===== config.mk =====
export PLATFORM = sky130hd
export DESIGN_NAME = tpd_top
export DESIGN_NICKNAME = d
export VERILOG_FILES = /design/src/tpd_pkg.sv /design/src/tpd_top.sv
export SDC_FILE = /design/constraint.sdc
export NUM_CORES = 1
export LEC_CHECK = 0
export BUFFER_PORTS_ARGS = -buffer_cell sky130_fd_sc_hd__buf_2
export CORE_UTILIZATION = 44
export CTS_BUF_LIST = sky130_fd_sc_hd__clkbuf_4 sky130_fd_sc_hd__clkbuf_8
export DETAILED_ROUTE_END_ITERATION = 10
export RECOVER_POWER = 25
export SETUP_SLACK_MARGIN = 0.02
export SYNTH_ARGS = -nofsm -noshare
export SYNTH_HDL_FRONTEND = slang
export SYNTH_SLANG_ARGS = --single-unit

===== constraint.sdc =====
create_clock -name pclk -period 5.9 [get_ports pclk]
set_input_delay 0.885 -clock pclk [delete_from_list [all_inputs] [get_ports pclk]]
set_output_delay 0.885 -clock pclk [all_outputs]
set_load 0.1 [all_outputs]

===== src/tpd_pkg.sv =====
// tpd_pkg: register map, field positions and reset values of the
// triangle pwm channel with forced duty.
// assumes: a 32-bit apb bus with byte addresses on the low eight bits.
package tpd_pkg;

	// ----------------------------------------------------------------
	// register offsets
	// ----------------------------------------------------------------
	localparam logic [7:0] OFS_CTRL   = 8'h00;
	localparam logic [7:0] OFS_PERIOD = 8'h04;
	localparam logic [7:0] OFS_CMP_A  = 8'h08;
	localparam logic [7:0] OFS_CMP_B  = 8'h0C;
	localparam logic [7:0] OFS_BUF    = 8'h10;
	localparam logic [7:0] OFS_DT_UP  = 8'h14;
	localparam logic [7:0] OFS_DT_DN  = 8'h18;
	localparam logic [7:0] OFS_FORCE  = 8'h1C;
	localparam logic [7:0] OFS_STAT   = 8'h20;
	localparam logic [7:0] OFS_CNT    = 8'h24;

	// ----------------------------------------------------------------
	// control fields
	// ----------------------------------------------------------------
	localparam int CTL_RUN    = 0;
	localparam int CTL_AUTO   = 1;
	localparam int CTL_BUFEN  = 2;
	localparam int CTL_ACTA   = 3;
	localparam int CTL_ACTB   = 5;
	localparam int CTL_INITA  = 7;
	localparam int CTL_INITB  = 8;

	// ----------------------------------------------------------------
	// forced duty fields
	// ----------------------------------------------------------------
	localparam int FRC_FDA    = 0;
	localparam int FRC_FDB    = 2;
	localparam int FRC_FSA    = 4;
	localparam int FRC_FSB    = 5;
	localparam int FRC_RELA   = 6;
	localparam int FRC_RELB   = 7;

	// ----------------------------------------------------------------
	// status fields
	// ----------------------------------------------------------------
	localparam int STA_PROT   = 0;
	localparam int STA_DOWN   = 1;
	localparam int STA_PINA   = 2;
	localparam int STA_PINB   = 3;

	// ----------------------------------------------------------------
	// cycle-end actions and reset values
	// ----------------------------------------------------------------
	localparam logic [1:0]  ACT_KEEP   = 2'h0;
	localparam logic [1:0]  ACT_LOW    = 2'h1;
	localparam logic [1:0]  ACT_HIGH   = 2'h2;
	localparam logic [1:0]  ACT_TOGGLE = 2'h3;
	localparam logic [31:0] RST_PERIOD = 32'h0000_0064;
	localparam logic [31:0] RST_WORD   = 32'h0000_0000;
	localparam logic [31:0] CNT_ONE    = 32'h0000_0001;

endpackage : tpd_pkg


===== src/tpd_top.sv =====
// tpd_top: one triangle-wave pwm channel, apb register slave,
// automatic dead time, forced 0%/100% duty and output protection.
// assumes: apb master on pclk, counter steps once per pclk.
// Overview of operation
// - with auto dead time, negative compare is derived from positive value
// - zero or above-period positive compare while counting trips protection
// - without auto dead time, zero or period compare matches once per cycle
// - compare above period never matches
// - 100% duty needs forced field 11b on either pin; 10b forces the pin low
// - zero compares still give one-clock pulse after each underflow
// - compare match beats underflow action and toggles the pin
// - matching, compare requests and buffer transfer continue while forced
// - forced pin level decides level after release with action fields
// - cycle-end action 00b keeps the pin level
// - release bit 1 applies cycle-end action to masked match value
// - start forcing bit with 10b makes pin a low at count start
// - forced field written while counting acts from the next underflow
// - pin b field 11b holds high, 10b holds low per forced cycle
// - positive compare is single buffered from the duty buffer register
// - counter starts at zero and counts up toward the period
// - each pin drives a programmable level at count start
// - unforced pins toggle on their compare match
// - one underflow request per carrier cycle at the trough
// - field 00b releases forcing from the next underflow
// - pin a duty splits half in up phase, half in down phase
//
// The APB register port and the register offsets were left to the implementer.
`timescale 1ns/100ps
`default_nettype none

module tpd_top
	import tpd_pkg::*;
(
	input  wire logic        pclk,
	input  wire logic        presetn,
	input  wire logic        psel,
	input  wire logic        penable,
	input  wire logic        pwrite,
	input  wire logic [7:0]  paddr,
	input  wire logic [31:0] pwdata,
	output var  logic [31:0] prdata,
	output var  logic        pready,
	output var  logic        pslverr,
	output var  logic        pwm_out_positive,
	output var  logic        pwm_out_negative,
	output var  logic        underflow_irq,
	output var  logic        cmp_a_irq,
	output var  logic        cmp_b_irq,
	output var  logic        output_protection
);

	// ----------------------------------------------------------------
	// state
	// ----------------------------------------------------------------
	typedef struct packed {
		logic        run;
		logic        auto_dt;
		logic        buf_en;
		logic [1:0]  act_a;
		logic [1:0]  act_b;
		logic        init_a;
		logic        init_b;
		logic [31:0] period;
		logic [31:0] cmp_a;
		logic [31:0] cmp_b;
		logic [31:0] buf_v;
		logic [31:0] dtu;
		logic [31:0] dtd;
		logic [31:0] cnt;
		logic        down;
		logic [1:0]  fd_a;
		logic [1:0]  fd_b;
		logic        fs_a;
		logic        fs_b;
		logic        rel_a;
		logic        rel_b;
		logic        frc_a;
		logic        frc_b;
		logic        flv_a;
		logic        flv_b;
		logic        sh_a;
		logic        sh_b;
		logic        pin_a;
		logic        pin_b;
		logic        back_a;
		logic        back_b;
		logic        prot;
		logic        uf;
		logic        ma;
		logic        mb;
		logic        out_a;
		logic        out_b;
		logic        ready;
		logic        slverr;
		logic [31:0] rdata;
	} tpd_st_t;

	tpd_st_t st_r;
	tpd_st_t st_nxt;

	// ----------------------------------------------------------------
	// helpers
	// ----------------------------------------------------------------
	function automatic logic tpd_cycle_end(input logic [1:0] act, input logic lvl);
		case (act)
			ACT_KEEP:   tpd_cycle_end = lvl;
			ACT_LOW:    tpd_cycle_end = 1'b0;
			ACT_HIGH:   tpd_cycle_end = 1'b1;
			default:    tpd_cycle_end = ~lvl;
		endcase
	endfunction : tpd_cycle_end

	// returns {shadow, pin, back}; shadow is the compare-match level that
	// keeps running under forcing so it can be handed back on release
	function automatic logic [2:0] tpd_pin_step(
		input logic       match,
		input logic       uf,
		input logic       zero_cmp,
		input logic       back,
		input logic       was_frc,
		input logic       frc,
		input logic       flv,
		input logic       rel,
		input logic [1:0] act,
		input logic       sh,
		input logic       pin
	);
		logic s;
		logic p;
		logic b;
		s = sh;
		p = pin;
		b = 1'b0;
		if (back) begin
			s = ~sh;
		end else if (match) begin
			s = ~sh;
			b = uf & zero_cmp;
		end else if (uf) begin
			s = tpd_cycle_end(act, sh);
		end
		if (frc) begin
			p = flv;
		end else if (uf && was_frc) begin
			if (rel) begin
				p = s;
			end else begin
				p = tpd_cycle_end(act, pin);
				s = p;
			end
		end else begin
			p = s;
		end
		tpd_pin_step = {s, p, b};
	endfunction : tpd_pin_step

	// ----------------------------------------------------------------
	// next state
	// ----------------------------------------------------------------
	logic        acc;
	logic        wr;
	logic        start;
	logic        uf;
	logic        ma;
	logic        mb;
	logic [31:0] cmp_b_eff;
	logic [31:0] rd;
	logic        hit;
	logic        prot_set;
	logic [2:0]  step_a;
	logic [2:0]  step_b;

	always_comb begin
		st_nxt = st_r;
		acc = psel & penable & st_r.ready;
		wr = acc & pwrite;
		start = 1'b0;
		prot_set = 1'b0;

		// derived compare, ahead of the read mux that returns it
		// both negative-phase edges sit below the positive compare, so the
		// gap opens on both sides of the positive pulse
		cmp_b_eff = st_r.cmp_b;
		if (st_r.auto_dt) begin
			if (st_r.down) begin
				cmp_b_eff = st_r.cmp_a - st_r.dtd;
			end else begin
				cmp_b_eff = st_r.cmp_a - st_r.dtu;
			end
		end

		// apb: ready is raised in the setup cycle, so every access is zero-wait
		st_nxt.ready = psel & ~penable;
		hit = 1'b1;
		rd = RST_WORD;
		case (paddr)
			OFS_CTRL: begin
				rd[CTL_RUN] = st_r.run;
				rd[CTL_AUTO] = st_r.auto_dt;
				rd[CTL_BUFEN] = st_r.buf_en;
				rd[CTL_ACTA +: 2] = st_r.act_a;
				rd[CTL_ACTB +: 2] = st_r.act_b;
				rd[CTL_INITA] = st_r.init_a;
				rd[CTL_INITB] = st_r.init_b;
			end
			OFS_PERIOD: rd = st_r.period;
			OFS_CMP_A:  rd = st_r.cmp_a;
			OFS_CMP_B:  rd = cmp_b_eff;
			OFS_BUF:    rd = st_r.buf_v;
			OFS_DT_UP:  rd = st_r.dtu;
			OFS_DT_DN:  rd = st_r.dtd;
			OFS_FORCE: begin
				rd[FRC_FDA +: 2] = st_r.fd_a;
				rd[FRC_FDB +: 2] = st_r.fd_b;
				rd[FRC_FSA] = st_r.fs_a;
				rd[FRC_FSB] = st_r.fs_b;
				rd[FRC_RELA] = st_r.rel_a;
				rd[FRC_RELB] = st_r.rel_b;
			end
			OFS_STAT: begin
				rd[STA_PROT] = st_r.prot;
				rd[STA_DOWN] = st_r.down;
				rd[STA_PINA] = st_r.out_a;
				rd[STA_PINB] = st_r.out_b;
			end
			OFS_CNT:    rd = st_r.cnt;
			default:    hit = 1'b0;
		endcase
		st_nxt.rdata = (psel & ~penable & ~pwrite) ? rd : st_r.rdata;
		st_nxt.slverr = psel & ~penable & ~hit;

		// carrier counter and events
		// trough only on the way down, so the start value is no underflow
		uf = st_r.run & st_r.down & (st_r.cnt == RST_WORD);
		// equality only: a compare beyond the period is never reached
		ma = st_r.run & (st_r.cnt == st_r.cmp_a);
		mb = st_r.run & (st_r.cnt == cmp_b_eff);
		st_nxt.uf = uf;
		st_nxt.ma = ma;
		st_nxt.mb = mb;

		if (st_r.run) begin
			if (uf) begin
				st_nxt.down = 1'b0;
				st_nxt.cnt = st_r.cnt + CNT_ONE;
			end else if (!st_r.down && st_r.cnt >= st_r.period) begin
				st_nxt.down = 1'b1;
				st_nxt.cnt = st_r.cnt - CNT_ONE;
			end else if (st_r.down) begin
				st_nxt.cnt = st_r.cnt - CNT_ONE;
			end else begin
				st_nxt.cnt = st_r.cnt + CNT_ONE;
			end
		end

		// buffer transfer at the trough, also while forced
		if (uf && st_r.buf_en) begin
			st_nxt.cmp_a = st_r.buf_v;
			if (st_r.buf_v == RST_WORD || st_r.buf_v > st_r.period) begin
				st_nxt.prot = 1'b1;
				prot_set = 1'b1;
			end
		end

		// forced duty latched at each underflow
		if (uf) begin
			st_nxt.frc_a = st_r.fd_a[1];
			st_nxt.flv_a = st_r.fd_a[0];
			st_nxt.frc_b = st_r.fd_b[1];
			st_nxt.flv_b = st_r.fd_b[0];
		end

		step_a = tpd_pin_step(ma, uf, st_r.cmp_a == RST_WORD, st_r.back_a, st_r.frc_a,
			st_nxt.frc_a, st_nxt.flv_a, st_r.rel_a, st_r.act_a, st_r.sh_a, st_r.pin_a);
		step_b = tpd_pin_step(mb, uf, cmp_b_eff == RST_WORD, st_r.back_b, st_r.frc_b,
			st_nxt.frc_b, st_nxt.flv_b, st_r.rel_b, st_r.act_b, st_r.sh_b, st_r.pin_b);
		if (st_r.run) begin
			{st_nxt.sh_a, st_nxt.pin_a, st_nxt.back_a} = step_a;
			{st_nxt.sh_b, st_nxt.pin_b, st_nxt.back_b} = step_b;
		end

		// register writes
		if (wr) begin
			case (paddr)
				OFS_CTRL: begin
					start = pwdata[CTL_RUN] & ~st_r.run;
					st_nxt.run = pwdata[CTL_RUN];
					st_nxt.auto_dt = pwdata[CTL_AUTO];
					st_nxt.buf_en = pwdata[CTL_BUFEN];
					st_nxt.act_a = pwdata[CTL_ACTA +: 2];
					st_nxt.act_b = pwdata[CTL_ACTB +: 2];
					st_nxt.init_a = pwdata[CTL_INITA];
					st_nxt.init_b = pwdata[CTL_INITB];
				end
				OFS_PERIOD: st_nxt.period = pwdata;
				OFS_CMP_A: begin
					st_nxt.cmp_a = pwdata;
					if (st_r.run && (pwdata == RST_WORD || pwdata > st_r.period)) begin
						st_nxt.prot = 1'b1;
						prot_set = 1'b1;
					end
				end
				OFS_CMP_B:  st_nxt.cmp_b = pwdata;
				OFS_BUF:    st_nxt.buf_v = pwdata;
				OFS_DT_UP:  st_nxt.dtu = pwdata;
				OFS_DT_DN:  st_nxt.dtd = pwdata;
				OFS_FORCE: begin
					st_nxt.fd_a = pwdata[FRC_FDA +: 2];
					st_nxt.fd_b = pwdata[FRC_FDB +: 2];
					st_nxt.fs_a = pwdata[FRC_FSA];
					st_nxt.fs_b = pwdata[FRC_FSB];
					st_nxt.rel_a = pwdata[FRC_RELA];
					st_nxt.rel_b = pwdata[FRC_RELB];
				end
				// status and counter are read-only, so their writes drop here
				default: begin
				end
			endcase
		end

		// count start: counter from zero, pins at their start levels
		// forcing at start skips the wait for the first underflow
		if (start) begin
			st_nxt.cnt = RST_WORD;
			st_nxt.down = 1'b0;
			st_nxt.sh_a = st_r.init_a;
			st_nxt.sh_b = st_r.init_b;
			st_nxt.back_a = 1'b0;
			st_nxt.back_b = 1'b0;
			st_nxt.frc_a = st_r.fs_a & st_r.fd_a[1];
			st_nxt.flv_a = st_r.fd_a[0];
			st_nxt.frc_b = st_r.fs_b & st_r.fd_b[1];
			st_nxt.flv_b = st_r.fd_b[0];
			st_nxt.pin_a = (st_r.fs_a & st_r.fd_a[1]) ? st_r.fd_a[0] : st_r.init_a;
			st_nxt.pin_b = (st_r.fs_b & st_r.fd_b[1]) ? st_r.fd_b[0] : st_r.init_b;
		end
		// protection latches until the counter is stopped; a trip in the
		// stopping cycle wins and clears one cycle later
		if (!st_nxt.run && !prot_set) begin
			st_nxt.prot = 1'b0;
		end

		// protection gates last, over forcing and start levels
		st_nxt.out_a = st_nxt.pin_a & ~st_nxt.prot;
		st_nxt.out_b = st_nxt.pin_b & ~st_nxt.prot;
	end

	// ----------------------------------------------------------------
	// registers
	// ----------------------------------------------------------------
	// period resets to a usable carrier so a bare start runs
	always_ff @(posedge pclk or negedge presetn) begin
		if (!presetn) begin
			st_r <= '0;
			st_r.period <= RST_PERIOD;
		end else begin
			st_r <= st_nxt;
		end
	end

	assign prdata            = st_r.rdata;
	assign pready            = st_r.ready;
	assign pslverr           = st_r.slverr;
	assign pwm_out_positive  = st_r.out_a;
	assign pwm_out_negative  = st_r.out_b;
	assign underflow_irq     = st_r.uf;
	assign cmp_a_irq         = st_r.ma;
	assign cmp_b_irq         = st_r.mb;
	assign output_protection = st_r.prot;

endmodule : tpd_top

`default_nettype wire


# Yosys cells after proc, flatten, opt, wreduce, memory -nomap -nowiden
# Cells that the tools add are included.
# Widths: inputs -> output; s select.
# totals
in_bits,45
output_inout_bits,40
regBits,292
# op_classes
n_reduce_logical,30
eq_ne,15
add_sub_neg,4
bitwise,26
n_lt_le_gt_ge,3
n_mux,62
# op_table
operator,n
$mux 32,11
$mux 201,1
$pmux 23 s7,1
$logic_not 32->1,5
$mux 33,3
$eq 32x32->1,2
$gt 32x32->1,2
$sub 32x32->32,2
$pmux 4 s10,1
$pmux 4 s9,1
$mux 1,35
$add 32x1->32 const B,1
$eq 8x5->1 const B,4
$ge 32x32->1,1
$sub 32x1->32 const B,1
$and 1x1->1,17
$eq 8x4->1 const B,2
$eq 8x6->1 const B,2
$reduce_and 2->1,8
$pmux 1 s3,4
$mux 10,1
$reduce_or 10->1,1
$mux 9,1
$not 1->1,9
other kinds (13),24

# Depth between registers and ports, before layout
# logic_depth
depth_word,13
depth_mapped,16
depth_no_buf,15

# Least setup slack after synthesis
# No wires, ideal clock.
# synth_timing
kind,reg-to-reg
startpoint,register st_r[58] in the netlist's numbering
endpoint,"register st_r, in the netlist pwm_out_negative"
setup_ps,94
path_buffers,2
path_slack_ps,1494
stages_incl_launch_ff,16
arrival_time_ps,4312
cell_sequence,dfrtp_1 > clkbuf_1 > clkbuf_1 > mux2i_1 > fa_1 > a211o_1 > a21oi_4 > nor3_2 > a211o_1 > a2111o_1 > a2111oi_2 > o2111ai_1 > a2111oi_4 > a21oi_2 > mux2i_1 > a211oi_1
# synth_rtl
element,line_no,text
from (decl),tpd_top.sv:98,tpd_st_t st_r;
from (signal assigned),tpd_top.sv:357,st_r <= st_nxt;

==> impl.org <==
** Status
- Outcome :: finished, violations left
- Violations in the final reports :: capacitance limit, slew limit

** Timing
- RSZ-0062 raised after global routing :: false
- On the final layout, the worst hold slack is 421.1 ps.
- Final clock period utilization by the worst path :: a little over nine tenths
- The smallest clock period supported by the final layout is computed as about 5700 ps.
- Min setup slack post-route :: between 150 and 200 ps
- The number of hold violations in the final report is 0.
- Actual slew at the worst max-slew pin :: between 2000 and 3000 ps
- Setup violations remaining at the end of the flow were counted as 0.
- Summed negative setup slack over all endpoints :: 0 ps
- Static timing analysis puts the maximum clock frequency at around 0.17 GHz.
- In this run the tightest slew margin relative to its limit is -92.82%.
- Across the routed clock network, the largest skew measured is around 30 ps.
- The final max-slew violation count came to ~240.

** Critical path
- STA classifies the critical path endpoint as a flop.
- Data arrives at the worst endpoint at between 6000 and 7000 ps.
- STA puts the critical path data required time at 6450 ps.
- CP Class :: flop to flop
- Kind of start point of the critical path :: flop
- Along the worst path, the maximum fanout reaches 14.

** Clock network
- Depth of the CTS H-tree :: 2
- Worst skew pair latency :: slightly below 700 ps
- Once the clock tree was built, the setup fixing pass inserted 0 buffers.
- Clock Path Buffers :: 3
- CTS hold repair buffers :: 0
- Clock tree synthesis selected as its root buffer the cell sky130_fd_sc_hd__clkbuf_8.
- Counting the buffers created by CTS gives between 50 and 60.
- Number of clock sinks :: ~300
- TritonCTS built the clock tree.
- Reg clk slew, reported paths :: 60 ps

** Logic synthesis
- The Yosys step of the flow raised 0 warnings.
- In the post-synthesis netlist, the cell with the most instances is sky130_fd_sc_hd__dfrtp_1.
- Fraction of synthesis flops using an asynchronous set or reset pin :: 100.0%
- After synthesis, the netlist uses 100 different library cells.
- Each instance of the synthesized netlist takes up on average 9.321 sq um.
- After synthesis the cells add up to 0.02189 sq mm.
- Post-synth top area cell :: sky130_fd_sc_hd__dfrtp_1
- The commonest cells after synthesis are sky130_fd_sc_hd__dfrtp_1 (289), sky130_fd_sc_hd__nand2_1 (201), sky130_fd_sc_hd__mux2_2 (187).
- Among all flip-flop cells after synthesis, the most frequent one is sky130_fd_sc_hd__dfrtp_1.
- Syn Nets :: approximately 2500
- Register area share after synthesis :: 33.40%
- Post-synth EDFFs :: 0
- Number of instances in the synthesized netlist :: ~2300
- In the post-synthesis netlist, the biggest area contributors are sky130_fd_sc_hd__dfrtp_1 (33%), sky130_fd_sc_hd__mux2_2 (9.6%), sky130_fd_sc_hd__ha_1 (7.7%), sky130_fd_sc_hd__mux2i_1 (4.5%), sky130_fd_sc_hd__nand2_1 (3.4%).
- Number of synthesized register bits :: a little under 300
- Fraction of post-synthesis cell area in the top cell type by area :: about a third

** Power and ir drop
- In this run the static leakage power is 0.01058 uW.
- The worst-case IR drop observed on VDD is roughly 0.18 mV.
- Power per standard cell area :: 218.7 mW/mm^2
- Total power for the finished layout comes to between 5000 and 6000 uW.

** Floorplanning
- Placeable core region :: about 0.049 sq mm
- The die is about 230 microns tall.
- Row generation in the floorplan step produced 81 rows.
- The die covers 0.05064 sq mm.
- The initial utilization of the core area, before any placement, comes to 44.62%.
- IO Count :: 85
- Overall die width :: 225.0 microns

** Finish
- Register with the most flip-flops :: st_r
- The net count of the finished layout is about 2600.
- From synthesis to final layout, the design area changed by 10.04%.
- Share of final-layout standard cells stronger than drive strength 1 :: between 20% and 30%
- Max reg flops :: ~250
- Number of standard cells in the layout, taps in and fillers out :: between 3000 and 4000

** Global route
- Largest net degree at the start of global routing :: ~140
- Global routing usage summed across all routing layers :: slightly above 40%
- First-pass GRT wire length :: ~150 mm
- The number of global-route vias before repair is around 20000.
- Total congestion overflow after global routing :: 0
- The number of antenna violations at the first check in global routing is 6.

** Route
- Drt via density :: slightly below 7
- Total length of routed wires :: about 100 mm
- In this run, the number of DRC markers left after iteration 0 of detailed routing was ~3000.
- Remaining antenna violation count :: 0
- Number of optimization iterations in the first detailed-route pass :: 9
- For this run, design rule violations remaining after detail routing come to 0.
- Summing over every cut layer, the via total after detailed routing is about 21000.
- Dividing the detail-routed wire length by the instance count gives about 33 microns.

** Place
- After legalization and detailed placement, the total HPWL measured ~78 mm.
- Number of buffers added on ports :: 84
- The congestion estimate from routability-driven global placement came to about 1.1.
- Placed instance count :: 2984
- Timing analysis after detailed placement gives a worst setup slack of between 300 and 400 ps.

** Run
- Max-cap violations in this run came to 2.

** Worst hold path
- The min-delay analysis places its worst path in the category input port to flop.
==> placed cells by master (no fill, tap or decap), drive strengths merged, types with 19 or more instances in the layout <==
master	Yosys	final
a222oi	33	33
mux2i	99	99
nor2	129	129
nor3	49	49
a21oi	106	106
o2111ai	28	28
clkbuf	93	94
a21o	43	43
and3	20	20
xor2	47	47
o211ai	22	22
xnor2	75	75
nand4	70	70
a221oi	34	34
buf	97	160
o21ai	120	120
ha	134	134
o21a	39	39
a31oi	19	19
nor4	45	45
nand3	50	50
nand2	202	202
nor2b	22	22
mux2	187	187
inv	63	65
dfrtp	289	289
==> cell families after synthesis <==
logic type	count (synthesis)	synth area share, %
and+or+nand+nor	676	15.52
xor gates and xnor gates	124	5.094
adders and majority gates	135	7.752
DFF	292	33.40
muxes	286	14.15
buffers and inverters	254	5.174
AOI/OAI and AO/OA	581	18.91
==> power breakdown <==
group	internal [uW]	switching (uW)
registers	2060	115
logic	223	655
clock network	1230	981
==> through the flow <==
| stage | utilization [%] | cell area, sq um |
|---|---|---|
| floorplan | - | 21890 |
| global placement | 46.65 | 22880 |
| detailed placement | 46.65 | 22880 |
| CTS | 49.10 | 24080 |
| global route | 49.07 | 24070 |
| finish | 49.10 | 24080 |
==> critical path, cell delays in order, from the launching register on <==
cell	delay (ps)
sky130_fd_sc_hd__dfrtp_2	610
sky130_fd_sc_hd__buf_4	370
sky130_fd_sc_hd__mux2i_1	310
sky130_fd_sc_hd__ha_1	470
sky130_fd_sc_hd__a21oi_1	350
sky130_fd_sc_hd__o21ai_0	480
sky130_fd_sc_hd__a32oi_1	500
sky130_fd_sc_hd__o21ai_0	210
sky130_fd_sc_hd__a2111o_1	460
sky130_fd_sc_hd__a2111oi_2	370
sky130_fd_sc_hd__o2111ai_1	250
sky130_fd_sc_hd__a2111oi_4	570
sky130_fd_sc_hd__a21oi_2	150
sky130_fd_sc_hd__mux2i_1	170
sky130_fd_sc_hd__a211oi_1	330
==> what timing repair did <==
item,CTS,global route
hold endpoints to repair,0,0
resized for setup,0,1
setup endpoints to repair,0,1
==> area by class of cell <==
class,instances,area (sq um)
clock buffers,92,1110
clock inverters,10,92.59
inverters,64,240.2
fillers,4754,24970
multi-input cells,1802,13470
diodes,7,17.52
well taps,664,830.8
repair buffers,162,1006
flip-flops and latches,292,7313
==> per-layer routing <==
layer	GRT usage (%)	vias up	wire length, microns
li1	-	8895	-
met1	56.54	10774	43230
met2	58.99	1371	43420
met3	10.26	269	11640
met4	18.41	2	5222
met5	0	-	9
==> final timing paths <==
| path | start | end | slack (ps) | cells past startpoint |
|---|---|---|---|---|
| min in group asynchronous | presetn | cmp_b_irq$_DFF_PN0_ | 1020 | 1 |
| max reg2reg | st_r[58]$_DFFE_PN0P_ | pwm_out_negative$_DFF_PN0_ | 150 | 14 |
| min | penable | pready$_DFF_PN0_ | 420 | 2 |
| max in group asynchronous | presetn | st_r[290]$_DFFE_PN0P_ | 1260 | 2 |
| max | st_r[58]$_DFFE_PN0P_ | pwm_out_negative$_DFF_PN0_ | 150 | 14 |
| min reg2reg | prdata[1]$_DFFE_PN0P_ | prdata[1]$_DFFE_PN0P_ | 480 | 2 |
Power figures use the tool's default switching activity.
